`config.mk`:
```
export PLATFORM = sky130hd
export DESIGN_NAME = rrd_top
export DESIGN_NICKNAME = d
export VERILOG_FILES = /design/src/core/rrd_pkg.sv /design/src/core/rrd_check.sv /design/src/core/rrd_top.sv
export SDC_FILE = /design/constraint.sdc
export NUM_CORES = 1
export LEC_CHECK = 0
export BUFFER_PORTS_ARGS = -buffer_cell sky130_fd_sc_hd__buf_2
export CORE_MARGIN = 2
export CORE_UTILIZATION = 40
export CTS_CLUSTER_SIZE = 20
export DETAILED_ROUTE_END_ITERATION = 10
export HOLD_SLACK_MARGIN = 0.08
export SLEW_MARGIN = 15
export SYNTH_ARGS = -nofsm -noshare
export SYNTH_HDL_FRONTEND = slang
export SYNTH_SLANG_ARGS = --single-unit
```
`constraint.sdc`:
```
create_clock -name pclk -period 4.35 [get_ports pclk]
set_clock_uncertainty 0.2 [all_clocks]
set_input_delay 0.435 -clock pclk [delete_from_list [all_inputs] [get_ports pclk]]
set_output_delay 0.435 -clock pclk [all_outputs]
set_load 0.03 [all_outputs]
```
`src/core/rrd_pkg.sv`:
```
// Package: constants, types and behaviour list for the reservation release decoder
// Behaviour
// - Dword bits 2:0 select release (000b), clear (001b); others reserved.
// - Release carries reservation kind in bits 15:8, expected equal to current kind.
// - Kind mismatch on release fails with invalid-field status.
// - Skip-key-check bit 3 set rejects command with invalid-class status.
// - Skip bit clear: supplied held key compared with registered host key.
// - Every finished command posts a completion carrying its status.
// - Only dword 10 and the fetched structure are used; other fields reserved.
// - Successful clear increments the 32-bit wrapping generation count.
package rrd_pkg;
  localparam int OP_LSB = 0;
  localparam int OP_W = 3;
  localparam int SKIP_BIT = 3;
  localparam int KIND_LSB = 8;
  localparam int KIND_W = 8;
  localparam logic [2:0] OP_RELEASE = 3'h0;
  localparam logic [2:0] OP_CLEAR = 3'h1;
  localparam logic [7:0] KIND_NONE = 8'h00;
  localparam logic [31:0] GENERATION_RESET = 32'h0000_0000;
  localparam logic [63:0] KEY_RESET = 64'h0;
  // Completion status codes
  localparam logic [7:0] ST_SUCCESS = 8'h00;
  localparam logic [7:0] ST_INV_FIELD = 8'h02;
  localparam logic [7:0] ST_INV_CLASS = 8'h01;
  localparam logic [7:0] ST_CONFLICT = 8'h83;
  // APB map
  localparam logic [11:0] A_DW10 = 12'h000;
  localparam logic [11:0] A_KEYLO = 12'h004;
  localparam logic [11:0] A_KEYHI = 12'h008;
  localparam logic [11:0] A_CTRL = 12'h00c;
  localparam logic [11:0] A_STATUS = 12'h010;
  localparam logic [11:0] A_GENERATION = 12'h014;
  localparam logic [11:0] A_KIND = 12'h018;
  localparam logic [11:0] A_REGLO = 12'h01c;
  localparam logic [11:0] A_REGHI = 12'h020;
  localparam logic [11:0] A_COUNT = 12'h024;

  typedef struct packed {
    logic [2:0]  op;
    logic        skip;
    logic [7:0]  kind;
    logic [63:0] key;
  } rrd_cmd_t;

  typedef struct packed {
    logic [7:0] code;
    logic       ok;
    logic       do_release;
    logic       do_clear;
  } rrd_res_t;
endpackage

```
`src/core/rrd_check.sv`:
```
// Combinational field checker for one release command
`timescale 1ns/1ps
module rrd_check
  import rrd_pkg::*;
(
  // Command and namespace state
  input  wire rrd_cmd_t    cmd,
  input  wire logic [7:0]  cur_kind,
  input  wire logic [63:0] host_key,
  // Verdict
  output rrd_res_t         res
);
  always_comb begin
    res = '{code: ST_SUCCESS, ok: 1'b0, do_release: 1'b0, do_clear: 1'b0};
    if (cmd.skip) begin
      res.code = ST_INV_CLASS;
    end else if (cmd.op != OP_RELEASE && cmd.op != OP_CLEAR) begin
      res.code = ST_INV_FIELD;
    end else if (cmd.key != host_key) begin
      res.code = ST_CONFLICT;
    end else if (cmd.op == OP_RELEASE && cmd.kind != cur_kind) begin
      res.code = ST_INV_FIELD;
    end else begin
      res.ok = 1'b1;
      res.do_release = (cmd.op == OP_RELEASE);
      res.do_clear = (cmd.op == OP_CLEAR);
    end
  end
endmodule

```
`src/core/rrd_top.sv`:
```
// APB-controlled reservation release decoder with completion posting
//
// Decided for this implementation: the address map and the APB slave port.
`timescale 1ns/1ps
module rrd_top
  import rrd_pkg::*;
(
  // Clock and reset
  input  wire logic        pclk,
  input  wire logic        presetn,
  // APB slave
  input  wire logic        psel,
  input  wire logic        penable,
  input  wire logic        pwrite,
  input  wire logic [11:0] paddr,
  input  wire logic [31:0] pwdata,
  output logic [31:0]      prdata,
  output logic             pready,
  output logic             pslverr,
  // Completion entry
  output logic             cpl_valid,
  output logic [7:0]       cpl_status,
  // Namespace state
  output logic [31:0]      generation_count,
  output logic [7:0]       reservation_kind
);
  typedef enum logic [1:0] {S_IDLE, S_CHECK, S_POST} rrd_state_t;

  // Sequencer
  rrd_state_t  state_r;
  rrd_state_t  state_nxt;
  // Command inputs and the requesting host's registered key
  logic [31:0] dw10_r;
  logic [63:0] held_key_r;
  logic [63:0] reg_key_r;
  // Outcome bookkeeping
  logic [7:0]  last_status_r;
  logic        done_r;
  logic [15:0] count_r;
  // Decode of the command and of the bus
  rrd_cmd_t    cmd;
  rrd_res_t    res;
  logic        idle;
  logic        setup_ph;
  logic        wr;
  logic        rd;
  logic        cmd_wr;
  logic        go;
  logic        decide;
  logic        bad_addr;
  logic [31:0] rdata_nxt;

  assign idle = state_r == S_IDLE;
  assign setup_ph = psel && !penable;
  assign wr = psel && penable && pwrite;
  assign rd = setup_ph && !pwrite;
  // Command inputs are ignored while a command is in flight
  assign cmd_wr = wr && idle;
  assign go = cmd_wr && paddr == A_CTRL && pwdata[0];
  // The verdict is taken in the one cycle spent in the check state
  assign decide = state_r == S_CHECK;
  // Beyond the last register or off a word boundary
  assign bad_addr = paddr > A_COUNT || paddr[1:0] != 2'b00;

  // Only dword 10 and the fetched held key feed the decode
  assign cmd.op = dw10_r[OP_LSB +: OP_W];
  assign cmd.skip = dw10_r[SKIP_BIT];
  assign cmd.kind = dw10_r[KIND_LSB +: KIND_W];
  assign cmd.key = held_key_r;

  rrd_check u_check (
    .cmd      (cmd),
    .cur_kind (reservation_kind),
    .host_key (reg_key_r),
    .res      (res)
  );

  // Sequencer: idle, one cycle to decide, one cycle to post
  always_comb begin
    state_nxt = state_r;
    unique case (state_r)
      S_IDLE: begin
        if (go) begin
          state_nxt = S_CHECK;
        end
      end
      S_CHECK: begin
        state_nxt = S_POST;
      end
      S_POST: begin
        state_nxt = S_IDLE;
      end
      // The unused fourth code falls back to idle
      default: begin
        state_nxt = S_IDLE;
      end
    endcase
  end

  always_ff @(posedge pclk or negedge presetn) begin
    if (!presetn) begin
      state_r <= S_IDLE;
    end else begin
      state_r <= state_nxt;
    end
  end

  // Command dword
  always_ff @(posedge pclk or negedge presetn) begin
    if (!presetn) begin
      dw10_r <= 32'h0;
    end else if (cmd_wr && paddr == A_DW10) begin
      dw10_r <= pwdata;
    end
  end

  // Held key, low word in bits 31:0
  always_ff @(posedge pclk or negedge presetn) begin
    if (!presetn) begin
      held_key_r <= KEY_RESET;
    end else if (cmd_wr) begin
      if (paddr == A_KEYLO) begin
        held_key_r[31:0] <= pwdata;
      end
      if (paddr == A_KEYHI) begin
        held_key_r[63:32] <= pwdata;
      end
    end
  end

  // Registered key of the requesting host, same word order
  always_ff @(posedge pclk or negedge presetn) begin
    if (!presetn) begin
      reg_key_r <= KEY_RESET;
    end else if (cmd_wr) begin
      if (paddr == A_REGLO) begin
        reg_key_r[31:0] <= pwdata;
      end
      if (paddr == A_REGHI) begin
        reg_key_r[63:32] <= pwdata;
      end
    end
  end

  // Current kind: dropped by a successful release or clear, else loaded by software
  always_ff @(posedge pclk or negedge presetn) begin
    if (!presetn) begin
      reservation_kind <= KIND_NONE;
    end else if (decide) begin
      if (res.do_release || res.do_clear) begin
        reservation_kind <= KIND_NONE;
      end
    end else if (cmd_wr && paddr == A_KIND) begin
      reservation_kind <= pwdata[7:0];
    end
  end

  // Wraps silently; only a successful clear moves it
  always_ff @(posedge pclk or negedge presetn) begin
    if (!presetn) begin
      generation_count <= GENERATION_RESET;
    end else if (decide && res.do_clear) begin
      generation_count <= generation_count + 32'h1;
    end
  end

  // Status of the last command and count of commands finished
  always_ff @(posedge pclk or negedge presetn) begin
    if (!presetn) begin
      last_status_r <= ST_SUCCESS;
      count_r <= 16'h0;
    end else if (decide) begin
      last_status_r <= res.code;
      count_r <= count_r + 16'h1;
    end
  end

  // Completion entry: a one-cycle strobe, the status holds until the next
  always_ff @(posedge pclk or negedge presetn) begin
    if (!presetn) begin
      cpl_valid <= 1'b0;
      cpl_status <= ST_SUCCESS;
    end else begin
      cpl_valid <= decide;
      if (decide) begin
        cpl_status <= res.code;
      end
    end
  end

  // Done flag: the set from a new completion wins over a write-one clear
  always_ff @(posedge pclk or negedge presetn) begin
    if (!presetn) begin
      done_r <= 1'b0;
    end else if (decide) begin
      done_r <= 1'b1;
    end else if (wr && paddr == A_STATUS && pwdata[0]) begin
      done_r <= 1'b0;
    end
  end

  // Read mux, decoded in the setup cycle so the word stands in the access cycle
  always_comb begin
    rdata_nxt = 32'h0;
    unique case (paddr)
      A_DW10:       rdata_nxt = dw10_r;
      A_KEYLO:      rdata_nxt = held_key_r[31:0];
      A_KEYHI:      rdata_nxt = held_key_r[63:32];
      A_CTRL:       rdata_nxt = {31'h0, !idle};
      A_STATUS:     rdata_nxt = {23'h0, last_status_r, done_r};
      A_GENERATION: rdata_nxt = generation_count;
      A_KIND:       rdata_nxt = {24'h0, reservation_kind};
      A_REGLO:      rdata_nxt = reg_key_r[31:0];
      A_REGHI:      rdata_nxt = reg_key_r[63:32];
      A_COUNT:      rdata_nxt = {16'h0, count_r};
      default:      rdata_nxt = 32'h0;
    endcase
  end

  // Zero wait states: every setup cycle is answered in the cycle after it
  always_ff @(posedge pclk or negedge presetn) begin
    if (!presetn) begin
      prdata <= 32'h0;
      pready <= 1'b0;
      pslverr <= 1'b0;
    end else begin
      pready <= setup_ph;
      pslverr <= setup_ph && bad_addr;
      if (rd) begin
        prdata <= rdata_nxt;
      end
    end
  end
endmodule

```
* After elaboration in Yosys (flattened, before gate mapping)
Cells that the tools add are included.
** Storage, ports and cells
- Flip-flop bits (word level) :: 262
- Bits of input ports :: 49
- Output and inout bits :: 83
- Word-level logic and storage cells :: 82
** Cells by class
- Add/sub/neg operators :: 2
- Magnitude comparators :: 1
- Equality and inequality tests :: 16
- Muxes and demuxes :: 16
- Reduce and logical (&&, ||, !) cells :: 32
** Operators by type and width (number)
- 32-bit one-hot mux with 10 select lines :: 1
- 64-bit != test :: 1
- 12-bit by 5-bit equality test with 1-bit output (second input constant) :: 4
- 8-bit 2-to-1 mux :: 6
- 32-bit by 1-bit adder with 32-bit output (second input constant) :: 1
- 12-bit by 4-bit equality test with 1-bit output (second input constant) :: 2
- 12-bit by 6-bit equality test with 1-bit output (second input constant) :: 2
- 16-bit by 1-bit adder with 16-bit output (second input constant) :: 1
- 1-bit logical AND :: 15
- 12-bit by 3-bit equality test with 1-bit output (second input constant) :: 1
- 12-bit by 6-bit greater-than comparator with 1-bit output (second input constant) :: 1
- 12-bit logical NOT :: 1
- 2-bit 2-to-1 mux :: 6
- 2-bit AND reduction :: 5
- 8-bit != test :: 1
- 2-bit nonzero test :: 3
- 2-bit by 1-bit != test with 1-bit output (second input constant) :: 2
- 2-bit one-hot mux with 2 select lines :: 1
- 3-bit by 1-bit equality test with 1-bit output (second input constant) :: 1
- 1-bit logical NOT :: 3
- 3-bit logical NOT :: 1
- 3-bit by 1-bit != test with 1-bit output (second input constant) :: 1
- 3-bit nonzero test :: 1
- 2-bit by 1-bit equality test with 1-bit output (second input constant) :: 1
- other kinds (3) :: 5

* Logic depth before layout (Yosys ltp)
Gate-level depths: netlist of the first run.
- Depth in word-level cells :: 9
- Gate-level depth with buffers :: 9
- Gate-level depth less buffers :: 7

* By module
Synthesis of the first run repeated with hierarchy kept, for this count alone.
** Unflattened totals
- Cell total of the unflattened synthesis :: 1067
- Area total of the unflattened synthesis :: 12991.2 um2
** Modules (own cells, without submodules)
- rrd_top :: times used 1, cells an instance 954, area each 12092.8 um2, sequential area each 6556.3 um2
- rrd_check :: times used 1, cells an instance 113, area each 898.4 um2, sequential area each 0.0 um2

* Worst setup path before layout of the first run
Ideal clock, no wire load.
- Path type :: input port to flip-flop
- From :: in paddr[7]
- To :: reg reg_key_r[0]
- Setup time :: 127 ps
- Arrival time :: 2246 ps
- Required time :: 4023 ps
- Slack :: 1776 ps
- Stages :: 9
- Buffers on the path :: 4
- Cells stage by stage :: buf_2 > or4b_4 > nor3_4 > and3_1 > buf_4 > and2_1 > buf_6 > buf_8 > mux2_1
** On the way
- Longest elaborated chain between the ends :: 2
** RTL lines
- start, declared :: RTL line rrd_top.sv:15 : input wire logic [11:0] paddr,
- 12-bit by 5-bit equality test with 1-bit output :: RTL line rrd_top.sv:136 : if (paddr == A_REGLO) begin
- 2-bit AND reduction (no source line)
- end signal, assigned :: RTL line rrd_top.sv:137 : reg_key_r[31:0] <= pwdata;
- end, declared :: RTL line rrd_top.sv:35 : logic [63:0] reg_key_r;
No other way between the ends.
A chain may end at the register's enable or synchronous reset.

* Worst setup path after layout of the first run
- From :: reg reg_key_r[3]
- To :: reg generation_count[1]
** On the way
- Longest elaborated chain between the ends :: 5
** RTL lines
- 64-bit != test :: RTL line rrd_check.sv:19 : end else if (cmd.key != host_key) begin
- 2-bit 2-to-1 mux :: RTL line rrd_check.sv:19
- 2-bit 2-to-1 mux :: RTL line rrd_check.sv:17 : end else if (cmd.op != OP_RELEASE && cmd.op != OP_CLEAR) begin
- 2-bit 2-to-1 mux :: RTL line rrd_check.sv:15 : if (cmd.skip) begin
- 1-bit logical AND :: RTL line rrd_top.sv:162 : end else if (decide && res.do_clear) begin
- end signal, assigned :: RTL line rrd_top.sv:163 : generation_count <= generation_count + 32'h1;
- end, declared :: RTL line rrd_top.sv:24 : output logic [31:0] generation_count,
No other way between the ends.

==> results.md, run 1 <==
* First DRT Iteration DRCs at 830
* Post-synthesis sequential area ratio at 0.517
* CP Launch Type: flop
* Antenna violations before repair at 1
* Final Net Count at 1,255
* CTS-repair resized insts at 0
* Outcome: finished, final reports clean
* DR pass1 iterations at 6
* Worst-margin pin slew at 1.10 ns
* Post-DP HPWL at 27,600 um
* Crit path DAT at 3.14 ns
* Leak at ~7.1 nW
* Final setup viols at 0
* Most used cell, CP: nand4_1
* Final WL at 39,800 um
* CP max-delay cell: xnor2_1
* N_diodes at 0
* Tmin final at between 2 and 3 ns
* Clock-pin slew on the worst setup and hold paths at 0.06 ns
* Number of port buffers at 126
* Initial core utilization at 0.407
* Req. time, crit path at 4.58 ns
* Syn Area/Cell at 11.9 um2
* Congestion Overflow GR at 0
* Mapped cell area at 12,500 um2
* Critical Path Max Stage Delay at 0.49 ns
* CP Class: reg2reg
* Max Buffers Root-to-Sink at 3
* Clk sinks at 257
* MaxCap Viol Count at 0
* Worst skew pair latency at 0.55 ns
* DRC at 0
* GRT Resource Usage Total at 0.243
* Setup TNS at 0 ns
* Cell row count at 64
* Period utilization at 0.668
* WP buf/inv at 1
* Clock root cell: clkbuf_16
* Vias in the first global route at 9,328
* Number of antenna-violating nets in the routed design at 0
* Number of flops mapped to enable cells by yosys at 0
* Layout cells sized above 1 at 0.279
* Largest net degree at the start of global routing at 127
* Synth-to-Final Area Change at 18.7%
* CTS tree: yes
* First-pass GRT wire length at 60,400 um
* CP Capture Type: flop
* Final GP Congestion at 0.954
* Htree depth at 1
* Total CTS buffers at 28
* Max-slew violation count at 0
* Syn Inst Count at 1,049
* Critical-path cell list: xnor2_1, nand4_1, nor4_1, nand4_1, buf_4, nor2_1, mux2_2
* Horiz. Die Dim at around 180 um
* Hold crit path type: in2reg
* Via/cell ratio at 5.81
* Pwr Density at 344 nW/um2
* Pre-CTS setup slack at 1.29 ns
* Die H at 180 um
* Final worst slack at 1.44 ns
* Core ar. at 30,600 um2
* FILL cells at 2,898
* Worst-path maximum fanout at 35
* Cell family with most CP delay: simple AND/OR/NAND/NOR gates
* IO Count at 132
* Hold Vio Cnt, Final at 0
* Register bit total from synthesis at 257
* VDD IR max at ~370 uV
* Synth warn at 0
* FFs w/ async S/R, synth at 1.00
* Pwr Total at about 5 mW
* Netlist cell types at 56
* Worst slew margin at 0.269
* Die ar. at 32,600 um2
* Detailed-route via count at 9,414
* RSZ-0062 raised after global routing: false
* Most used flip-flop cell after synthesis: dfrtp_1
* F_max at 344 MHz
* Drt wl/cell at 24.6 um
==> state kept, by name, summed over array words and instances, names as in the netlist <==
register,count
held_key_r,64
reg_key_r,64
dw10_r,32
generation_count,32
prdata,32
count_r,16
reservation_kind,8
cpl_status,3
state_r,2
cpl_valid,1
done_r,1
pready,1
pslverr,1
==> worst min-delay path, delay by kind of cell <==
kind	cells	cell delay, ns
simple gates	2	0.15
buf+inv	1	0.22
==> routing by layer <==
layer,global-route usage,vias up,wire length (um)
met5,0,-,11
met4,0.0868,2,1520
met3,0.0390,74,2450
met2,0.379,345,18200
met1,0.342,4813,17600
li1,-,4180,-
==> synth_stat cells, drive strengths merged (21+ instances only) <==
library cell / n / area, um2
a21oi: 21 / 105
a221oi: 22 / 193
a22oi: 46 / 345
buf: 35 / 233
clkbuf: 28 / 105
dfrtp: 257 / 6430
mux2: 161 / 1810
mux2i: 22 / 220
nand2: 66 / 248
nand3: 27 / 140
nand4: 24 / 150
nor2: 37 / 141
nor4: 31 / 230
o21ai: 28 / 140
xnor2: 79 / 692
xor2: 39 / 342
==> cells by family (layout without fill, tap and decap cells) <==
group	Yosys count	count (layout)	synth area share
other cells	1	5	0.000301
simple gates	242	242	0.106
buf+inv	70	241	0.0292
mux	183	183	0.163
compound gates	176	176	0.0992
xor+xnor	118	118	0.0830
flops	257	257	0.517
fa+ha+maj	2	2	0.00201
==> through the flow <==
stage	std cells	util	instance area (um2)	hold slack [ns]
floorplan	1053	-	12500	-0.0606
global placement	1536	0.441	13500	0.254
detailed placement	1536	0.441	13500	0.264
CTS	1620	0.483	14800	0.0850
global route	1620	0.483	14800	0.102
finish	1620	0.483	14800	0.0956
==> timing repair <==
action | CTS | global route
setup endpoints to repair | 0 | 0
endpoints found under the hold margin | 276 | 0
hold buffers | 34 | 0
setup buffers | 0 | 0
==> path summary, 6_finish.rpt <==
path	endpoint	depth (start not counted)	from	slack, ns
worst min register to register	prdata[28]	2	prdata[28]	0.28
max in group asynchronous	reg_key_r[46]	3	presetn	2.35
worst max-delay path	generation_count[1]	7	reg_key_r[3]	1.44
worst max register to register	generation_count[1]	7	reg_key_r[3]	1.44
min in group asynchronous	count_r[3]	2	presetn	0.36
worst min-delay path	state_r[0]	3	paddr[2]	0.1
==> final cells by class <==
type	count	area, um2	share of cell area
flip-flops and latches	257	6430	0.435
multi-input cells	726	5690	0.385
repair buffers	184	1190	0.0803
clock buffers	45	896	0.0606
well taps	396	495	0.0335
clock inverters	5	50.0	0.00339
inverters	7	26.3	0.00178
==> cell usage in the layout (no fill, tap or decap), types with 21 or more instances in the layout <==
cell,count
mux2_1,34
mux2_2,127
a221oi_1,22
nand4_1,24
clkbuf_16,29
a21oi_1,21
dfrtp_1,257
nor4_1,28
nand3_1,26
xor2_1,39
buf_2,125
dlygate4sd3_1,34
mux2i_1,22
o21ai_0,28
buf_4,22
nand2_1,66
a22oi_1,46
xnor2_1,79
nor2_1,36
==> power breakdown <==
group / internal (mW) / switching [mW]
Sequential: 2.40 / 0.00792
Clock: 1.45 / 0.963
Combinational: 0.0731 / 0.181
Power figures use the tool's default switching activity.
==> run 2, diff against run 1 <==
==> constraint.sdc (replaced) <==
create_clock -name pclk -period 2.6 [get_ports pclk]
set_clock_uncertainty 0.2 [all_clocks]
set_input_delay 0.26 -clock pclk [delete_from_list [all_inputs] [get_ports pclk]]
set_output_delay 0.26 -clock pclk [all_outputs]
set_load 0.03 [all_outputs]
==> results.md, run 2 (synthesis results as in run 1) <==
* Outcome: finished, final reports clean
* Number of port buffers at 126 (unchanged)
* IO Count at 132 (unchanged)
* Crit path DAT at 2.75 ns (-0.39 ns)
* N_diodes at 0 (unchanged)
* Pre-CTS setup slack at -0.00292 ns (-1.29 ns)
* Final WL at 40,600 um (+2.0%)
* Largest regs: held_key_r (64), reg_key_r (64)
* First DRT Iteration DRCs at 825 (-0.60%)
* Total CTS buffers at 29 (+3.6%)
* Fin cells at 1,690 (+4.3%)
* DR pass1 iterations at 7 (+1)
* CP Launch Type: flop
* Worst skew pair latency at 0.55 ns (about the same)
* Period utilization at 0.968 (+0.299)
* Congestion Overflow GR at 0 (unchanged)
* CP Capture Type: flop
* DRC at 0 (unchanged)
* CTS tree: yes
* Placed Cells at 1,596 (+3.9%)
* Initial core utilization at 0.407 (unchanged)
* Max Buffers Root-to-Sink at 3 (unchanged)
* Cell row count at 64 (unchanged)
* Clock-pin slew on the worst setup and hold paths at 0.06 ns (about the same)
* Max-slew violation count at 0 (unchanged)
* Pwr Density at 543 nW/um2 (+58%)
* Hold crit path type: in2async
* MaxCap Viol Count at 0 (unchanged)
* Die H at 180 um (unchanged)
* FILL cells at 2,785 (-3.9%)
* Synth-to-Final Area Change at 25.0%
* Clock root cell: clkbuf_16
* F_max at 397 MHz (+16%)
* Post-CTS setup buffer count at 0 (unchanged)
* Tmin final at 2.52 ns (-0.392 ns)
* Antenna violations before repair at 0 (-1)
* VDD IR max at 422 uV (+15%)
* Die ar. at 32,600 um2 (unchanged)
* Largest net degree at the start of global routing at 76 (-40%)
* WHS at 0.0922 ns (-0.00345 ns)
* Worst-path maximum fanout at 35 (unchanged)
* Final setup viols at 0 (unchanged)
* Horiz. Die Dim at 180 um (unchanged)
* GRT Resource Usage Total at 0.247 (+0.00435)
* Fin util at 0.509 (+0.0256)
* RSZ-0062 raised after global routing: true
* CP Class: reg2reg
* Multi-input logic area at 5790 um2 (+1.8%)
* Leak at 7.46 nW (+5.4%)
* Pwr Total at 8.44 mW (+66%)
* Worst-margin pin slew at 0.652 ns (-0.444 ns)
* Core ar. at 30,600 um2 (unchanged)
* Total area of sequential cells at 6430 um2 (unchanged)
* Final worst slack at 0.0839 ns (-1.36 ns)
* Vias in the first global route at 9,951 (+6.7%)
* Req. time, crit path at 2.83 ns (-1.75 ns)
* Layout cells sized above 1 at 0.321 (+0.0421)
* Htree depth at 1 (unchanged)
* Number of antenna-violating nets in the routed design at 0 (unchanged)
* Final Net Count at 1,325 (+5.6%)
* Final GP Congestion at 0.912 (-4.4%)
* Hold Vio Cnt, Final at 0 (unchanged)
* Commonest non-fill, non-tap cell in the layout: dfrtp_1
* Post-DP HPWL at 28,600 um (+3.6%)
* Via/cell ratio at 5.78 (-0.54%)
* Clk sinks at 257 (unchanged)
* Highest-count cells in the layout ignoring fill and taps: dfrtp_1 (257), mux2_2 (127), buf_2 (125)
* Worst slew margin at 0.561 (+0.292)
* Detailed-route via count at 9,768 (+3.8%)
* Drt wl/cell at 24.0 um (-2.3%)
* First-pass GRT wire length at 61,700 um (+2.1%)
## run 2: changes by cell type in the layout (fill, tap and decap cells not counted)
cell / delta
buf_12: +14
xnor2_1: -5
buf_4: +46
clkinv_4: +1
clkbuf_1: +2
xnor2_2: +5
dlygate4sd3_1: +9
nor4_1: -10
clkbuf_8: -2
nor4_2: +10
inv_6: +1
bufinv_16: -1
## run 2: final timing paths
path	start	to	slack (ns)	depth (start not counted)
max	held_key_r[38]	generation_count[1]	0.08	8
min	presetn	generation_count[11]	0.09	2
max reg2reg	held_key_r[38]	generation_count[1]	0.08	8
min reg2reg	prdata[2]	prdata[2]	0.27	2
max in group asynchronous	presetn	reg_key_r[52]	1.31	3
min in group pclk	paddr[7]	prdata[1]	0.14	5
## run 2: through the flow
stage	instance area [um2]	setup TNS, ns
floorplan	12500	0
global placement	14100	0
detailed placement	14100	-0.00292
CTS	15500	0
global route	15600	-0.508
finish	15600	0
## run 2: cell type report
class	count	area share
Clock buffer	45	0.0563
Multi-Input combinational cell	726	0.372
Timing Repair Buffer	253	0.122
Clock inverter	6	0.00241
Inverter	7	0.00169
Tap cell	396	0.0318
Sequential cell	257	0.413
## run 2: timing repair
action / CTS / global route
hold buffers: 43 / 0
setup endpoints to repair: 1 / 32
hold endpoints to repair: 430 / 0
resized for setup: 1 / 14
## run 2: power breakdown
group | internal (mW) | switching [mW]
sequential | 4.02 | 0.0111
clock | 2.29 | 1.64
combinational | 0.159 | 0.324
total | 6.47 | 1.97
## run 2: per-layer routing
metal | vias to the layer above | GRT usage | part of all wire
met2 | 378 | 0.390 | 0.46
li1 | 4325 | - | -
met5 | - | 0 | 0
met1 | 4992 | 0.340 | 0.44
met3 | 73 | 0.0400 | 0.058
met4 | 0 | 0.100 | 0.044
## run 2: critical path: stages (launching register included)
cell and delay [ns]:
dfrtp_1 0.40, xnor2_1 0.31, nand4_1 0.14, nor4_1 0.29
buf_4 0.16, nand4_1 0.14, buf_12 0.22, nor2_1 0.16
mux2_2 0.36
==> run 3, diff against run 2 <==
--- a/config.mk
+++ b/config.mk
@@ -8,10 +8,12 @@
 export BUFFER_PORTS_ARGS = -buffer_cell sky130_fd_sc_hd__buf_2
 export CORE_MARGIN = 2
 export CORE_UTILIZATION = 40
+export CTS_BUF_LIST = sky130_fd_sc_hd__clkbuf_4
 export CTS_CLUSTER_SIZE = 20
 export DETAILED_ROUTE_END_ITERATION = 10
 export HOLD_SLACK_MARGIN = 0.08
-export SLEW_MARGIN = 15
+export SETUP_SLACK_MARGIN = 0.3
+export SLEW_MARGIN = 20
 export SYNTH_ARGS = -nofsm -noshare
 export SYNTH_HDL_FRONTEND = slang
 export SYNTH_SLANG_ARGS = --single-unit
==> results.md, run 3 (synthesis results as in run 1) <==
* Outcome: finished, final reports clean
* CP Launch Type: flop
* GRT Resource Usage Total at 0.257 (+0.0106)
* Commonest non-fill, non-tap cell in the layout: dfrtp_1
* Detailed-route via count at 10,400 (+6.2%)
* Post-DP Area at 14,100 um2 (-0.44%)
* Worst skew pair latency at 0.68 ns (+0.13 ns)
* Final WL at 43,100 um (+6.1%)
* DR pass1 iterations at 8 (+1)
* Layout cells sized above 1 at 0.413 (+0.0919)
* Worst-path maximum fanout at 5 (-86%)
* Placed Cells at 1,595 (-0.063%)
* Final setup viols at 0 (unchanged)
* Worst-margin pin slew at 0.655 ns (+0.00293 ns)
* Design area at 16,500 um2 (+6.3%)
* Max-slew violation count at 0 (unchanged)
* Req. time, crit path at 2.95 ns (+0.12 ns)
* First-pass GRT wire length at 64,300 um (+4.2%)
* Fin util at 0.541 (+0.0323)
* Antenna violations before repair at 1 (+1)
* Synth-to-Final Area Change at 32.9%
* Die H at 180 um (unchanged)
* Total CTS buffers at 73 (+150%)
* Leak at 7.81 nW (+4.7%)
* Die ar. at 32,600 um2 (unchanged)
* Htree depth at 3 (+2)
* Pre-CTS setup slack at -0.0296 ns (-0.0267 ns)
* Tmin final at 2.44 ns (-0.0754 ns)
* Congestion Overflow GR at 0 (unchanged)
* CTS tree: yes
* First DRT Iteration DRCs at 764 (-7.4%)
* Final worst slack at 0.159 ns (+0.0754 ns)
* Cell row count at 64 (unchanged)
* Number of port buffers at 126 (unchanged)
* Post-DP HPWL at 28,500 um (-0.21%)
* CP Capture Type: flop
* Fin cells at 1,798 (+6.4%)
* Pwr Total at 8.43 mW (-0.21%)
* Vias in the first global route at 10,500 (+5.7%)
* Via/cell ratio at 5.77 (-0.14%)
* Largest regs: held_key_r (64), reg_key_r (64)
* MaxCap Viol Count at 0 (unchanged)
* FILL cells at 2,718 (-2.4%)
* CP Class: reg2reg
* Largest net degree at the start of global routing at 87 (+14%)
* Max Buffers Root-to-Sink at 3 (unchanged)
* Horiz. Die Dim at 180 um (unchanged)
* Pwr Density at 509 nW/um2 (-6.2%)
* WHS at 0.123 ns (+0.0308 ns)
* Core ar. at 30,600 um2 (unchanged)
* Initial core utilization at 0.407 (unchanged)
* RSZ-0062 raised after global routing: true
* Worst slew margin at 0.552 (-0.00924)
* Clk sinks at 257 (unchanged)
* DRC at 0 (unchanged)
* Drt wl/cell at 24.0 um (-0.23%)
* F_max at 410 MHz (+3.1%)
* Crit path DAT at 2.79 ns (+0.04 ns)
* Hold Vio Cnt, Final at 0 (unchanged)
* IO Count at 132 (unchanged)
* Final Net Count at 1,399 (+5.6%)
* Setup TNS at 0 ns (unchanged)
* Period utilization at 0.939 (-0.0290)
* Highest-count cells in the layout ignoring fill and taps: dfrtp_1 (253), buf_2 (125), mux2_2 (119)
* Clock root cell: clkbuf_4
* Hold crit path type: in2reg
* VDD IR max at 279 uV (-34%)
* Clock-pin slew on the worst setup and hold paths at 0.07 ns (about the same)
* Number of antenna-violating nets in the routed design at 0 (unchanged)
* Final GP Congestion at 0.909 (-0.37%)
## run 3: cell types whose count changed in the layout (fill, tap and decap cells not counted), moves of 15 or more
| cell | change |
|---|---|
| clkbuf_4 | +111 |
| clkbuf_16 | -25 |
| xnor2_1 | -19 |
| nor4_4 | +20 |
| buf_4 | +15 |
| xnor2_2 | +18 |
## run 3: layer usage
layer / wire [um] / vias up / track usage
li1: - / 4538 / -
met1: 18200 / 5267 / 0.344
met2: 20400 / 468 / 0.415
met3: 2820 / 105 / 0.0449
met4: 1690 / 0 / 0.108
met5: 0 / - / 0
## run 3: final cells by class
class,count,area [um2],area share
antenna,1,2.50,0.000151
inverter,7,26.3,0.00159
multi-input combinational,726,6420,0.388
tap,396,495,0.0299
timing repair buffer,283,2240,0.135
clock inverter,17,100,0.00605
clock buffer,111,833,0.0504
sequential,257,6440,0.389
## run 3: power by group
part	switching, mW	leakage [nW]	internal, mW
Combinational	0.385	3.68	0.226
Sequential	0.0113	3.57	4.02
Clock	1.74	0.554	2.04
## run 3: final timing paths
| kind | end | depth (start not counted) | start | slack (ns) |
|---|---|---|---|---|
| setup / recovery | generation_count[13] | 8 | reg_key_r[55] | 0.16 |
| hold / removal | prdata[2] | 5 | paddr[7] | 0.12 |
| setup reg to reg | generation_count[13] | 8 | reg_key_r[55] | 0.16 |
| hold reg to reg | prdata[20] | 2 | prdata[20] | 0.28 |
| max in group asynchronous | reg_key_r[6] | 4 | presetn | 1.11 |
| min in group asynchronous | generation_count[9] | 4 | presetn | 0.51 |
## run 3: critical path: stages, from the launching register on
cell	delay (ns)
dfrtp_1	0.41
xnor2_1	0.32
nand4_1	0.17
nor4_2	0.29
nand4_1	0.13
buf_6	0.19
clkbuf_16	0.18
nor4_4	0.30
xnor2_1	0.11
## run 3: repair_timing
action / 4_1_cts / 5_1_grt
gates resized for setup: 72 / 55
pin swaps: 31 / 23
endpoints found under the setup margin: 42 / 139
setup buffers: 5 / 13
gates cloned: 2 / 5
endpoints found under the hold margin: 440 / 2
hold buffers: 49 / 2
